--- src/mtlc_pkg.sv ---
// constants, field positions and types for the trap and link control block
// assumes bit 0 of every vector is the least significant bit; the printed
// big-endian bit numbers are mapped onto these positions here only
package mtlc_pkg;

  // ==========================================================
  // address fields
  localparam int unsigned NA_W       = 12;  // next address width
  localparam int unsigned NIB_W      = 4;   // link register width
  localparam int unsigned LINK_N     = 8;   // number of link registers
  localparam int unsigned LINK_SEL_W = 3;
  localparam int unsigned FX_W       = 4;
  localparam int unsigned MERGE_BIT  = 4;   // printed next address bit 7
  localparam int unsigned PAGE_LSB   = 8;   // printed bits 0 to 3
  localparam logic [3:0]  LINK_FX_MAX = 4'h7;
  localparam logic [11:0] TRAP_VECTOR = 12'h000;
  localparam logic [1:0]  REFILL_HI   = 2'h1;  // top two bits: 0,1

  // ==========================================================
  // buffer fill pointer codes, bit 0 is the printed pointer bit 1
  localparam logic [1:0] PTR_EMPTY = 2'h0;
  localparam logic [1:0] PTR_BYTE  = 2'h1;
  localparam logic [1:0] PTR_WORD  = 2'h3;
  localparam logic [1:0] PTR_FULL  = 2'h2;

  // ==========================================================
  // error kinds, smaller code reported first
  localparam int unsigned EK_N       = 4;
  localparam logic [1:0]  EK_MEMORY  = 2'h0;
  localparam logic [1:0]  EK_PARITY  = 2'h1;
  localparam logic [1:0]  EK_STACK   = 2'h2;
  localparam logic [1:0]  EK_BUFFER  = 2'h3;
  localparam int unsigned XBUS_W     = 16;
  localparam int unsigned EK_XPOS    = 6;   // printed x bus bits 8 to 9

  // ==========================================================
  // tasks and stack
  localparam int unsigned TASK_W      = 3;
  localparam logic [2:0]  TASK_EMU    = 3'h0;
  localparam logic [2:0]  TASK_KERNEL = 3'h7;
  localparam int unsigned STK_W       = 4;
  localparam logic [3:0]  STK_BOTTOM  = 4'h0;
  localparam logic [3:0]  STK_NEXT    = 4'h1;
  localparam logic [3:0]  STK_TOP     = 4'hf;
  localparam logic [3:0]  STK_STEP    = 4'h1;

  // ==========================================================
  // cycle within a click, gray along c1 c2 c3
  typedef enum logic [1:0] {
    MTLC_C1 = 2'b00,
    MTLC_C2 = 2'b01,
    MTLC_C3 = 2'b11
  } mtlc_phase_e;

endpackage

--- src/mtlc_click_phase.sv ---
// three-cycle click sequencer for the trap and link control block
// assumes a single clock, one microinstruction per cycle
`timescale 1ns/100ps

module mtlc_click_phase
  import mtlc_pkg::*;
(
  input  wire logic  core_clk_in,
  input  wire logic  reset_in,
  output mtlc_phase_e phase_out
);

  // ==========================================================
  // c1, c2, c3 then c1 again, never altered
  always_ff @(posedge core_clk_in) begin
    if (reset_in) begin
      phase_out <= MTLC_C1;
    end else begin
      case (phase_out)
        MTLC_C1: phase_out <= MTLC_C2;
        MTLC_C2: phase_out <= MTLC_C3;
        MTLC_C3: phase_out <= MTLC_C1;
        default: phase_out <= MTLC_C1;
      endcase
    end
  end

endmodule

--- src/mtlc_trap_pend.sv ---
// one pending error trap with an optional one-click deferral
// assumes click_end_in pulses in c3 and take_in only when ready_out is high
`timescale 1ns/100ps

module mtlc_trap_pend (
  input  wire logic core_clk_in,
  input  wire logic reset_in,
  input  wire logic raise_in,
  input  wire logic delay_in,
  input  wire logic click_end_in,
  input  wire logic count_in,
  input  wire logic take_in,
  output logic      armed_out,
  output logic      ready_out
);

  logic need_click;
  logic fresh;  // raised inside the click that is still running

  // ==========================================================
  // a new error wins over the take in the same cycle; the click in
  // which the error was raised never counts as the owed click
  always_ff @(posedge core_clk_in) begin
    if (reset_in) begin
      armed_out  <= 1'b0;
      need_click <= 1'b0;
      fresh      <= 1'b0;
    end else if (raise_in) begin
      armed_out  <= 1'b1;
      need_click <= delay_in | need_click & armed_out;
      fresh      <= ~click_end_in;
    end else if (take_in) begin
      armed_out  <= 1'b0;
      need_click <= 1'b0;
      fresh      <= 1'b0;
    end else if (click_end_in) begin
      fresh <= 1'b0;
      if (count_in && !fresh) begin
        need_click <= 1'b0;
      end
    end
  end

  // ready in the c3 that ends the owed click, so the trap lands in c1
  assign ready_out = armed_out & ~raise_in
                   & (~need_click | click_end_in & count_in & ~fresh);

endmodule

--- src/mtlc_trap_link.sv ---
// next-address trap, link register and error-kind logic of the
// microsequencer; branch conditions, scheduling and the instruction
// buffer sit outside and arrive already decoded as strobes, branch bits, front byte and fill pointer
`timescale 1ns/100ps

module mtlc_trap_link
  import mtlc_pkg::*;
(
  input  wire logic                core_clk_in,
  input  wire logic                reset_in,
  input  wire logic [NA_W-1:0]     goto_field_in,
  input  wire logic [NIB_W-1:0]    branch_bits_in,
  input  wire logic [FX_W-1:0]     x_function_field_in,
  input  wire logic                interrupt_request_op_in,
  input  wire logic                clear_interrupt_error_op_in,
  input  wire logic                buffer_dispatch_in,
  input  wire logic                forced_buffer_dispatch_in,
  input  wire logic [7:0]          buffer_front_byte_in,
  input  wire logic [1:0]          buffer_fill_pointer_in,
  input  wire logic                buffer_read_op_in,
  input  wire logic                memory_address_load_in,
  input  wire logic                page_crossing_in,
  input  wire logic                memory_data_read_in,
  input  wire logic                memory_double_error_in,
  input  wire logic [TASK_W-1:0]   current_task_in,
  input  wire logic                control_parity_bad_in,
  input  wire logic                task_switch_in,
  input  wire logic [NA_W-1:0]     saved_next_address_in,
  input  wire logic                read_error_pointer_op_in,
  input  wire logic                x_field_pop_in,
  input  wire logic                z_field_pop_in,
  input  wire logic                push_in,
  output logic [NA_W-1:0]          next_address_out,
  output mtlc_phase_e              cycle_phase_out,
  output logic                     trap_valid_out,
  output logic [TASK_W-1:0]        trap_task_out,
  output logic                     macro_interrupt_flag_out,
  output logic                     cs_parity_error_out,
  output logic [XBUS_W-1:0]        x_bus_out,
  output logic                     x_bus_oe_out,
  output logic [STK_W-1:0]         stack_index_out,
  output logic                     buffer_dispatch_done_out
);

  // ==========================================================
  // click sequencing
  logic is_c1;
  logic click_end;
  logic is_emu;

  mtlc_click_phase u_phase (
    .core_clk_in (core_clk_in),
    .reset_in    (reset_in),
    .phase_out   (cycle_phase_out)
  );

  assign is_c1     = cycle_phase_out == MTLC_C1;
  assign click_end = cycle_phase_out == MTLC_C3;
  assign is_emu    = current_task_in == TASK_EMU;

  // ==========================================================
  // error detection
  logic [EK_N-1:0] err_raise;
  logic [EK_N-1:0] err_delay;
  logic [EK_N-1:0] err_count;
  logic [EK_N-1:0] err_armed;
  logic [EK_N-1:0] err_ready;
  logic [EK_N-1:0] err_take;
  logic            stk_trap;
  logic            buf_empty_err;
  logic            trap_take;

  assign buf_empty_err = buffer_read_op_in
                       && buffer_fill_pointer_in == PTR_EMPTY;

  // raise conditions and the owed click for each kind
  always_comb begin
    err_raise[EK_MEMORY] = memory_double_error_in && memory_data_read_in
                        && click_end && is_emu;
    err_delay[EK_MEMORY] = 1'b1;
    err_count[EK_MEMORY] = is_emu;
    err_raise[EK_PARITY] = control_parity_bad_in;
    err_delay[EK_PARITY] = ~is_c1;
    err_count[EK_PARITY] = 1'b1; // any task may fill the gap
    err_raise[EK_STACK]  = stk_trap;
    err_delay[EK_STACK]  = 1'b1;
    err_count[EK_STACK]  = is_emu;
    err_raise[EK_BUFFER] = buf_empty_err;
    err_delay[EK_BUFFER] = ~is_c1;
    err_count[EK_BUFFER] = is_emu;
  end

  // one pending trap per kind, errors can never be masked
  genvar gi;
  generate
    for (gi = 0; gi < EK_N; gi++) begin : g_pend
      mtlc_trap_pend u_pend (
        .core_clk_in  (core_clk_in),
        .reset_in     (reset_in),
        .raise_in     (err_raise[gi]),
        .delay_in     (err_delay[gi]),
        .click_end_in (click_end),
        .count_in     (err_count[gi]),
        .take_in      (err_take[gi]),
        .armed_out    (err_armed[gi]),
        .ready_out    (err_ready[gi])
      );
    end
  endgenerate

  // trap only from c3 so vector 0 runs in c1
  assign trap_take = click_end && |err_ready;
  assign err_take  = trap_take ? err_ready : '0;

  // ==========================================================
  // accumulated error kinds, set wins over clear
  logic [EK_N-1:0] ek_seen;
  logic [1:0]      ek_code;

  always_ff @(posedge core_clk_in) begin
    if (reset_in) begin
      ek_seen <= '0;
    end else if (clear_interrupt_error_op_in) begin
      ek_seen <= err_raise;
    end else begin
      ek_seen <= ek_seen | err_raise;
    end
  end

  // smallest code present is reported
  always_comb begin
    ek_code = EK_BUFFER;
    if (ek_seen[EK_STACK])  ek_code = EK_STACK;
    if (ek_seen[EK_PARITY]) ek_code = EK_PARITY;
    if (ek_seen[EK_MEMORY]) ek_code = EK_MEMORY;
  end

  // x bus read, one cycle after the read strobe
  always_ff @(posedge core_clk_in) begin
    if (reset_in) begin
      x_bus_out    <= '0;
      x_bus_oe_out <= 1'b0;
    end else begin
      x_bus_out    <= '0;
      x_bus_oe_out <= read_error_pointer_op_in;
      if (read_error_pointer_op_in) begin
        x_bus_out[EK_XPOS +: 2] <= ek_code;
      end
    end
  end

  // ==========================================================
  // macro-interrupt flag, request wins over clear
  always_ff @(posedge core_clk_in) begin
    if (reset_in) begin
      macro_interrupt_flag_out <= 1'b0;
    end else if (interrupt_request_op_in) begin
      macro_interrupt_flag_out <= 1'b1;
    end else if (clear_interrupt_error_op_in) begin
      macro_interrupt_flag_out <= 1'b0;
    end
  end

  // parity indication held one cycle for the io processor to sample
  always_ff @(posedge core_clk_in) begin
    if (reset_in) begin
      cs_parity_error_out <= 1'b0;
    end else begin
      cs_parity_error_out <= control_parity_bad_in;
    end
  end

  // ==========================================================
  // stack index and overflow or underflow check
  logic [STK_W-1:0] next_stack;

  always_comb begin
    next_stack = stack_index_out;
    stk_trap   = 1'b0;
    case ({x_field_pop_in, z_field_pop_in, push_in})
      3'b100, 3'b010: begin
        next_stack = stack_index_out - STK_STEP;
        stk_trap   = stack_index_out == STK_BOTTOM;
      end
      3'b001: begin
        next_stack = stack_index_out + STK_STEP;
        stk_trap   = stack_index_out == STK_TOP;
      end
      3'b101: stk_trap = stack_index_out == STK_BOTTOM;
      3'b011: stk_trap = stack_index_out == STK_TOP;
      3'b110: begin
        next_stack = stack_index_out - STK_STEP;
        stk_trap   = stack_index_out == STK_BOTTOM
                  || stack_index_out == STK_NEXT;
      end
      3'b111: begin
        stk_trap = stack_index_out == STK_BOTTOM
                || stack_index_out == STK_NEXT;
      end
      default: next_stack = stack_index_out;
    endcase
  end

  // index moves even when the trap is raised
  always_ff @(posedge core_clk_in) begin
    if (reset_in) begin
      stack_index_out <= STK_BOTTOM;
    end else begin
      stack_index_out <= next_stack;
    end
  end

  // ==========================================================
  // link registers
  logic [NIB_W-1:0]      link_state [LINK_N];
  logic [LINK_SEL_W-1:0] link_sel;
  logic                  link_hit;
  logic                  link_write;
  logic                  link_merge;
  logic [NA_W-1:0]       saved_next_address;

  assign link_sel   = x_function_field_in[LINK_SEL_W-1:0];
  assign link_hit   = x_function_field_in <= LINK_FX_MAX;
  assign link_write = link_hit && !next_address_out[MERGE_BIT];
  assign link_merge = link_hit && next_address_out[MERGE_BIT];
  assign saved_next_address = task_switch_in ? saved_next_address_in
                                             : next_address_out;

  // store the low nibble of the saved address
  always_ff @(posedge core_clk_in) begin
    if (reset_in) begin
      for (int i = 0; i < LINK_N; i++) begin
        link_state[i] <= '0;
      end
    end else if (link_write) begin
      link_state[link_sel] <= saved_next_address[NIB_W-1:0];
    end
  end

  // ==========================================================
  // next address: goto, branch, link, buffer dispatch, traps
  logic            cancel_buf;
  logic            refill_trap;
  logic            dispatch_go;
  logic [NA_W-1:0] next_na;

  // page cross or empty error in the previous instruction
  always_ff @(posedge core_clk_in) begin
    if (reset_in) begin
      cancel_buf <= 1'b0;
    end else begin
      cancel_buf <= memory_address_load_in && page_crossing_in
                 || buf_empty_err;
    end
  end

  assign refill_trap = buffer_dispatch_in && !forced_buffer_dispatch_in
                    && !cancel_buf
                    && (buffer_fill_pointer_in != PTR_FULL
                        || macro_interrupt_flag_out);
  assign dispatch_go = (buffer_dispatch_in || forced_buffer_dispatch_in)
                    && !cancel_buf && !refill_trap;

  always_comb begin
    next_na = goto_field_in;
    next_na[NIB_W-1:0] = goto_field_in[NIB_W-1:0] | branch_bits_in;
    if (link_merge) begin
      next_na[NIB_W-1:0] = next_na[NIB_W-1:0]
                         | link_state[link_sel];
    end
    if (dispatch_go) begin
      next_na[7:4] = buffer_front_byte_in[7:4];
      next_na[3:0] = next_na[3:0] | buffer_front_byte_in[3:0];
    end
    if (refill_trap) begin
      // slot 4..7 from flag and pointer bit, low byte untouched
      next_na[NA_W-1:PAGE_LSB] = {REFILL_HI, macro_interrupt_flag_out,
                                  buffer_fill_pointer_in[0]};
    end
    if (trap_take) begin
      next_na = TRAP_VECTOR;
    end
  end

  // address register and trap report
  always_ff @(posedge core_clk_in) begin
    if (reset_in) begin
      next_address_out         <= TRAP_VECTOR;
      trap_valid_out           <= 1'b0;
      trap_task_out            <= TASK_EMU;
      buffer_dispatch_done_out <= 1'b0;
    end else begin
      next_address_out         <= next_na;
      trap_valid_out           <= trap_take;
      buffer_dispatch_done_out <= dispatch_go && !trap_take;
      if (trap_take) begin
        // parity runs the kernel, the rest the emulator
        trap_task_out <= err_ready[EK_PARITY] ? TASK_KERNEL
                                              : TASK_EMU;
      end
    end
  end
endmodule

--- config.mk ---
export PLATFORM = sky130hd
export DESIGN_NAME = mtlc_trap_link
export DESIGN_NICKNAME = d
export VERILOG_FILES = /design/src/mtlc_pkg.sv /design/src/mtlc_click_phase.sv /design/src/mtlc_trap_pend.sv /design/src/mtlc_trap_link.sv
export SDC_FILE = /design/constraint.sdc
export NUM_CORES = 1
export LEC_CHECK = 0
export ABC_AREA = 0
export BUFFER_PORTS_ARGS = -buffer_cell sky130_fd_sc_hd__clkbuf_2
export CAP_MARGIN = 20
export CORE_MARGIN = 2
export CORE_UTILIZATION = 38
export DETAILED_ROUTE_END_ITERATION = 10
export GPL_TIMING_DRIVEN = 0
export SYNTH_ARGS = -nofsm -noshare
export SYNTH_HDL_FRONTEND = slang
export SYNTH_SLANG_ARGS = --single-unit
--- constraint.sdc ---
create_clock -name core_clk_in -period 3.3 [get_ports core_clk_in]
set_input_delay 0.66 -clock core_clk_in [delete_from_list [all_inputs] [get_ports core_clk_in]]
set_output_delay 0.66 -clock core_clk_in [all_outputs]
set_load 0.03 [all_outputs]
### Word-level counts from Yosys, hierarchy flattened

Memory sizes are Yosys's and may differ from the RTL's.
Index checks and enable logic that the tools add are counted.

| operators by class | value |
|---|---|
| add/sub/neg operators | 2 |
| multiplexer cells | 55 |
| bitwise gates (word level) | 40 |
| equal/unequal tests | 13 |
| magnitude comparators | 1 |
| reduce and logical (&&, ||, !) cells | 60 |

Operator list:

| cell | count |
|---|---|
| 2-to-1 mux 1 bit | 42 |
| nonzero test 3 bit | 7 |
| 2-to-1 mux 4 bit | 5 |
| logical AND 1 bit | 17 |
| OR 4 bit | 4 |
| bitwise AND 1 bit | 15 |
| NOT 1 bit | 15 |
| equality test 3 bit, second input constant | 4 |
| nonzero test 2 bit | 6 |
| OR reduction 3 bit | 4 |
| OR reduction 4 bit | 3 |
| 2-to-1 mux 3 bit | 3 |
| logical NOT 1 bit | 8 |
| 2-to-1 mux 8 bit | 1 |
| case mux 4 bit (2 select lines) | 1 |
| AND reduction 2 bit | 4 |
| equality test 3 x 2 -> 1 bit, second input constant | 2 |
| OR 1 bit | 6 |
| OR reduction 2 bit | 3 |
| adder 4 x 1 -> 4 bit, second input constant | 1 |
| equality test 4 x 1 -> 1 bit, second input constant | 1 |
| equality test 4 bit, second input constant | 1 |
| less-or-equal comparator 4 x 3 -> 1 bit, second input constant | 1 |
| logical NOT 2 bit | 2 |
| 12 further kinds | 15 |

| storage, ports and cells | value |
|---|---|
| memories kept | 1 |
| word-level logic and storage cells | 199 |
| bits in writable memories | 32 |
| register bits after elaboration | 59 |
| output and inout bits | 42 |
| input bits | 62 |

Memories:

| name | depth | bits a word | read ports | clocked after memory_dff | wr ports | RTL line | text |
|---|---|---|---|---|---|---|---|
| link_state | 8 | 4 | 1 | 0 | 8 | mtlc_trap_link.sv:215 | `logic [NIB_W-1:0] link_state [LINK_N];` |

### Depth between registers and ports, before layout

| depth | value |
|---|---|
| depth in word-level cells | 11 |
| depth in mapped cells | 7 |

### Modules after synthesis

Synthesis repeated with hierarchy kept, for this count alone.

| second synthesis, totals | value |
|---|---|
| cell total of the unflattened synthesis | 330 |
| area total of the unflattened synthesis | 3485.8 µm² |

Modules (own cells, without submodules):

| module | area an instance (µm²) | cells each | times used |
|---|---|---|---|
| mtlc_trap_link | 2844.0 | 266 | 1 |
| mtlc_trap_pend | 146.4 | 15 | 4 |
| mtlc_click_phase | 56.3 | 4 | 1 |

### Worst setup path before layout

Ideal clock, no wire load.

| timing path | value |
|---|---|
| path kind | reg2reg |
| start | register stack_index_out[0] |
| end | register buffer_dispatch_done_out |
| cell stages (with the launch flop) | 8 |
| period minus slack after synthesis | 2240 ps |
| path buffers | 1 |
| setup time | 124 ps |
| data arrival time | 2116 ps |
| data required time | 3176 ps |
| path slack | 1060 ps |
| cells stage by stage | dfxtp_1 > inv_1 > ha_1 > or2_2 > o2111a_1 > o41ai_2 > buf_4 > nor3_2 |

| on the way | value |
|---|---|
| word-level cells in the longest chain between the ends | 10 |
| elaborated cells between the ends (all ways) | 12 |

Ends and longest elaborated chain:

| element | RTL line | text |
|---|---|---|
| start, declared | mtlc_trap_link.sv:41 | `output logic [STK_W-1:0] stack_index_out,` |
| start signal, assigned | mtlc_trap_link.sv:209 | `stack_index_out <= next_stack;` |
| equality test 4 x 1 -> 1 bit or logical NOT 4 bit (tied branches) | - |  |
| logical OR 1 bit | mtlc_trap_link.sv:194, mtlc_trap_link.sv:198 |  |
| case mux 1 bit (3 select lines) * | mtlc_trap_link.sv:180 | `case ({x_field_pop_in, z_field_pop_in, push_in})` |
| NOT 1 bit * | mtlc_trap_pend.sv:45 | `assign ready_out = armed_out & ~raise_in` |
| bitwise AND 1 bit * | mtlc_trap_pend.sv:45 |  |
| bitwise AND 1 bit * | mtlc_trap_pend.sv:46 | `& (~need_click \| click_end_in & count_in & ~fresh);` |
| OR reduction 4 bit * | mtlc_trap_link.sv:112 | `assign trap_take = click_end && \|err_ready;` |
| logical AND 1 bit * | mtlc_trap_link.sv:112 |  |
| logical NOT 1 bit * | mtlc_trap_link.sv:295 | `buffer_dispatch_done_out <= dispatch_go && !trap_take;` |
| logical AND 1 bit * | mtlc_trap_link.sv:295 |  |
| end signal, assigned | mtlc_trap_link.sv:295 |  |
| end, declared | mtlc_trap_link.sv:42 | `output logic buffer_dispatch_done_out` |

Every way passes the cells marked *; elsewhere a longest branch is shown, timed or not.
A chain may end at the register's enable or synchronous reset.

### Worst setup path in the final report

| timing path | value |
|---|---|
| start | register stack_index_out[0] |
| end | register next_address_out[8] |

| on the way | value |
|---|---|
| word-level cells in the longest chain between the ends | 9 |
| elaborated cells between the ends (all ways) | 11 |

Ends and longest elaborated chain:

| element | RTL line | text |
|---|---|---|
| equality test 4 x 1 -> 1 bit or logical NOT 4 bit (tied branches) | - |  |
| logical OR 1 bit | mtlc_trap_link.sv:194, mtlc_trap_link.sv:198 |  |
| case mux 1 bit (3 select lines) * | mtlc_trap_link.sv:180 |  |
| NOT 1 bit * | mtlc_trap_pend.sv:45 |  |
| bitwise AND 1 bit * | mtlc_trap_pend.sv:45 |  |
| bitwise AND 1 bit * | mtlc_trap_pend.sv:46 |  |
| OR reduction 4 bit * | mtlc_trap_link.sv:112 |  |
| logical AND 1 bit * | mtlc_trap_link.sv:112 |  |
| OR reduction 2 bit (no source line) * | - |  |
| end signal, assigned | mtlc_trap_link.sv:293 | `next_address_out <= next_na;` |
| end, declared | mtlc_trap_link.sv:33 | `output logic [NA_W-1:0] next_address_out,` |

Marked as above.

==> key figures <==
Worst setup path
  – Worst Setup Path Type: flip-flop to flip-flop
  – Worst setup endpoint: next_address_out[8]$_SDFF_PP0_
  – Critical path peak fanout: 10
  – WP data arrival: 2530 ps
  – WP depth: 7
  – Max incr delay on CP: 540 ps
  – Worst EP required: 3520 ps
  – Crit end category: flip-flop
  – Worst path cell trace: inv_1 > ha_1 > or2_2 > o2111a_1 > o41ai_2 > buf_4 > nor3_2
  – Cell family with most CP delay: compound AO/OA/AOI/OAI gates
  – Crit path buffers/inverters: 2
  – RR Endpoint: next_address_out[8]$_SDFF_PP0_
  – Slowest CP cell: o41ai_2
  – Worst r2r src: stack_index_out[0]$_SDFFE_PP0P_
  – R2R setup slack: 1000 ps
  – R2r worst-path depth: 7
  – Crit. Startpoint: stack_index_out[0]$_SDFFE_PP0P_
  – Critical path startpoint category: flip-flop

Clock network
  – CTS sink cnt: 74
  – Postcts setup bufs: 0
  – H-tree depth: 3
  – Cts repair resizes: 0
  – Max Buffers Root-to-Sink: 2
  – CTS tree: done
  – Clock slew at reported path FFs: 80 ps
  – CTS Buf Count: 9
  – Hold Buf Count CTS: 0
  – Clk_lat worst skew: 330 ps
  – Root buffer cell: clkbuf_8

Floorplanning
  – Std-Cell Rows: 34
  – Die width: 99.3 um
  – Die area: 9850 um2
  – Initial Util: 0.393
  – Height of the die: 99.3 um
  – IO Pins: 104
  – Core area: 8760 um2

Synth
  – Simple-Gate Fraction of Synth Area: 0.176
  – Synth Flop Type: dfxtp_1
  – EDFF count, synth: 32
  – Top cell type's share of synthesized area: 0.279
  – Largest cells by area after synthesis: edfxtp_1 28%, dfxtp_1 24%, nor2_1 5.6%
  – Post-Synth XOR/XNOR Area: 0.0102
  – Largest family of logic cells by synthesized area: simple AND/OR/NAND/NOR gates
  – Synth Area in Compound Gates: 0.107
  – Warnings from Yosys: 0
  – Adder-Cell Fraction of Synth Area: 0.0145
  – Asr flop ratio synth: 0
  – Area leader, netlist: edfxtp_1
  – Area of the mapped netlist: 3450 um2
  – Post-Syn Instances: 320
  – Mux contribution to synthesized area: 0.0980
  – Library cells used by synthesis: 59
  – Mean area per synthesized cell: 10.8 um2
  – Post-synthesis sequential area ratio: 0.522
  – #FFs+latches synth: 74

Drt
  – Met2 wire length: 3480 um
  – Met1 WL: 3520 um
  – Top routing layer in use: met4
  – Drt total wl: 7580 um
  – WL met3: 473 um
  – Detailed-route DRC error count: 0
  – Via-to-Cell Ratio: 4.85
  – Post-DRT Antenna Nets: 0
  – DR WL/cell: 14.2 um
  – Via count: 2592
  – First DRT Iteration DRCs: 96
  – Drt first pass iters: 4

Global route
  – Grt ovf: 0
  – First-pass GRT wire length: 12100 um
  – Pin count of the biggest net entering global routing: 14
  – Vias in the first global route: 2494
  – Initial antenna violation count: 0
  – All-Layer GR Usage: 0.156

Cells and area
  – ANT cells: 0
  – Final Util: 0.480
  – Post-layout net count: 487
  – Filler Cell Count: 849
  – Layout area overhead: 21.9%
  – Share of layout cells above drive strength 1: 0.338

Timing
  – Setup ws final: 996 ps
  – Final setup violation count: 0
  – Worst relative slew slack: 0.350
  – Worst hold slack: 440 ps
  – Final hold violation count: 0
  – Final Skew: 15.2 ps
  – Slew Viols, Final: 0
  – Post-route minimum period: 2300 ps
  – Setup_tns: 0 ps
  – Peak Freq: 434 MHz
  – Ratio of final minimum period to clock period: 0.698
  – Slew @ Worst Pin: 948 ps
  – RSZ-0062 raised after global routing: false

Power and ir drop
  – Internal: 0.00147 W
  – VDD IR max: 0.189 mV
  – Logic pwr share: 0.176
  – Power share of the clock group: 0.315
  – Flop pwr share: 0.508
  – Pwr/cell area: 491 nW/um2
  – P_sw: 0.000590 W
  – Sw Ratio: 0.286
  – Leak: 1.85 nW

Worst hold path
  – Min-Delay Path Class: flip-flop to flip-flop

Placement
  – # port buffers: 77
  – GPL Wtd Cong: 0.811
  – HPWL after detailed placement: 5880 um
  – Pre-CTS setup slack: 684 ps

Flow run
  – Max Cap Viol: 0

Outcome
  – Status: finished clean
## layout make-up
| type | count | area [um2] | share of cell area |
|---|---|---|---|
| buffer | 30 | 193 | 0.0458 |
| clock buffer | 11 | 151 | 0.0360 |
| clock inverter | 5 | 35.0 | 0.00833 |
| inverter | 14 | 52.6 | 0.0125 |
| multi-input combinational | 215 | 1450 | 0.345 |
| sequential | 74 | 1800 | 0.429 |
| tap | 108 | 135 | 0.0321 |
| timing repair buffer | 77 | 385 | 0.0917 |
## cells in the final DEF (no fill, tap or decap), drive strengths merged, types with 4 or more instances in the layout
cell,instances
clkbuf,94
nor2,51
dfxtp,42
edfxtp,32
nand2,25
buf,24
mux2i,18
inv,17
conb,14
a21oi,13
nor3,8
mux4,6
a211oi,6
nor2b,5
o21a,5
o21ai,5
nand2b,4
ha,4
or3,4
## registers in the layout (all words and copies together) (netlist names), 2 cells and up
signal / cells
next_address_out: 12
g_pend.u_pend.armed_out: 4
x_bus_out: 2
u_phase.phase_out: 2
g_pend.u_pend.need_click: 4
link_state: 32
stack_index_out: 4
g_pend.u_pend.fresh: 4
ek_seen: 3
## how the worst min path moves through the flow
stage                                     start                       to  slack (ps)  depth (start not counted)
after floorplan           ek_seen[2]$_SDFF_PP0_  x_bus_out[6]$_SDFF_PP0_         410                          1
after global placement    ek_seen[2]$_SDFF_PP0_  x_bus_out[6]$_SDFF_PP0_         420                          1
after detailed placement  ek_seen[1]$_SDFF_PP0_  x_bus_out[7]$_SDFF_PP0_         430                          1
after CTS                 ek_seen[1]$_SDFF_PP0_  x_bus_out[7]$_SDFF_PP0_         450                          1
after global routing      ek_seen[2]$_SDFF_PP0_  x_bus_out[6]$_SDFF_PP0_         470                          1
final                     ek_seen[1]$_SDFF_PP0_  x_bus_out[7]$_SDFF_PP0_         440                          1
## cells by family after synthesis
| kind of cell | after synthesis |
|---|---|
| mux | 26 |
| other cells | 1 |
| xor+xnor | 4 |
| simple gates | 118 |
| buf+inv | 44 |
| fa+ha+maj | 4 |
| compound gates | 49 |
| flops | 74 |
## metrics by stage
step / area (um2) / total power, W / std cells
finish: 4200 / 0.00206 / 534
global route: 4200 / 0.00217 / 534
CTS: 4200 / 0.00209 / 534
detailed placement: 4020 / 0.00144 / 518
global placement: 4020 / 0.00143 / 518
floorplan: 3500 / 0.00132 / 333
## synth_stat cells (all sizes together) (3+ instances only)
master	number
a211oi	6
a21oi	13
buf	24
clkbuf	6
dfxtp	42
edfxtp	32
ha	4
inv	14
mux2i	18
mux4	6
nand2	25
nand2b	4
nand3	3
nor2	51
nor2b	5
nor3	8
o21a	5
o21ai	5
or3	4
xnor2	3
## per-layer routing
metal  track usage  up-vias
li1              -     1306
met2         0.257       87
met4        0.0674        0
met3        0.0281        8
met5             0        -
met1         0.202     1191
## power by group through the flow
stage	clock [W]	combinational, W	sequential [W]
after floorplan	0	0.000209	0.00111
after global placement	0	0.000362	0.00107
after detailed placement	0	0.000366	0.00107
after CTS	0.000670	0.000367	0.00105
after global routing	0.000711	0.000398	0.00106
final	0.000650	0.000363	0.00105
Power figures use the tool's default switching activity.
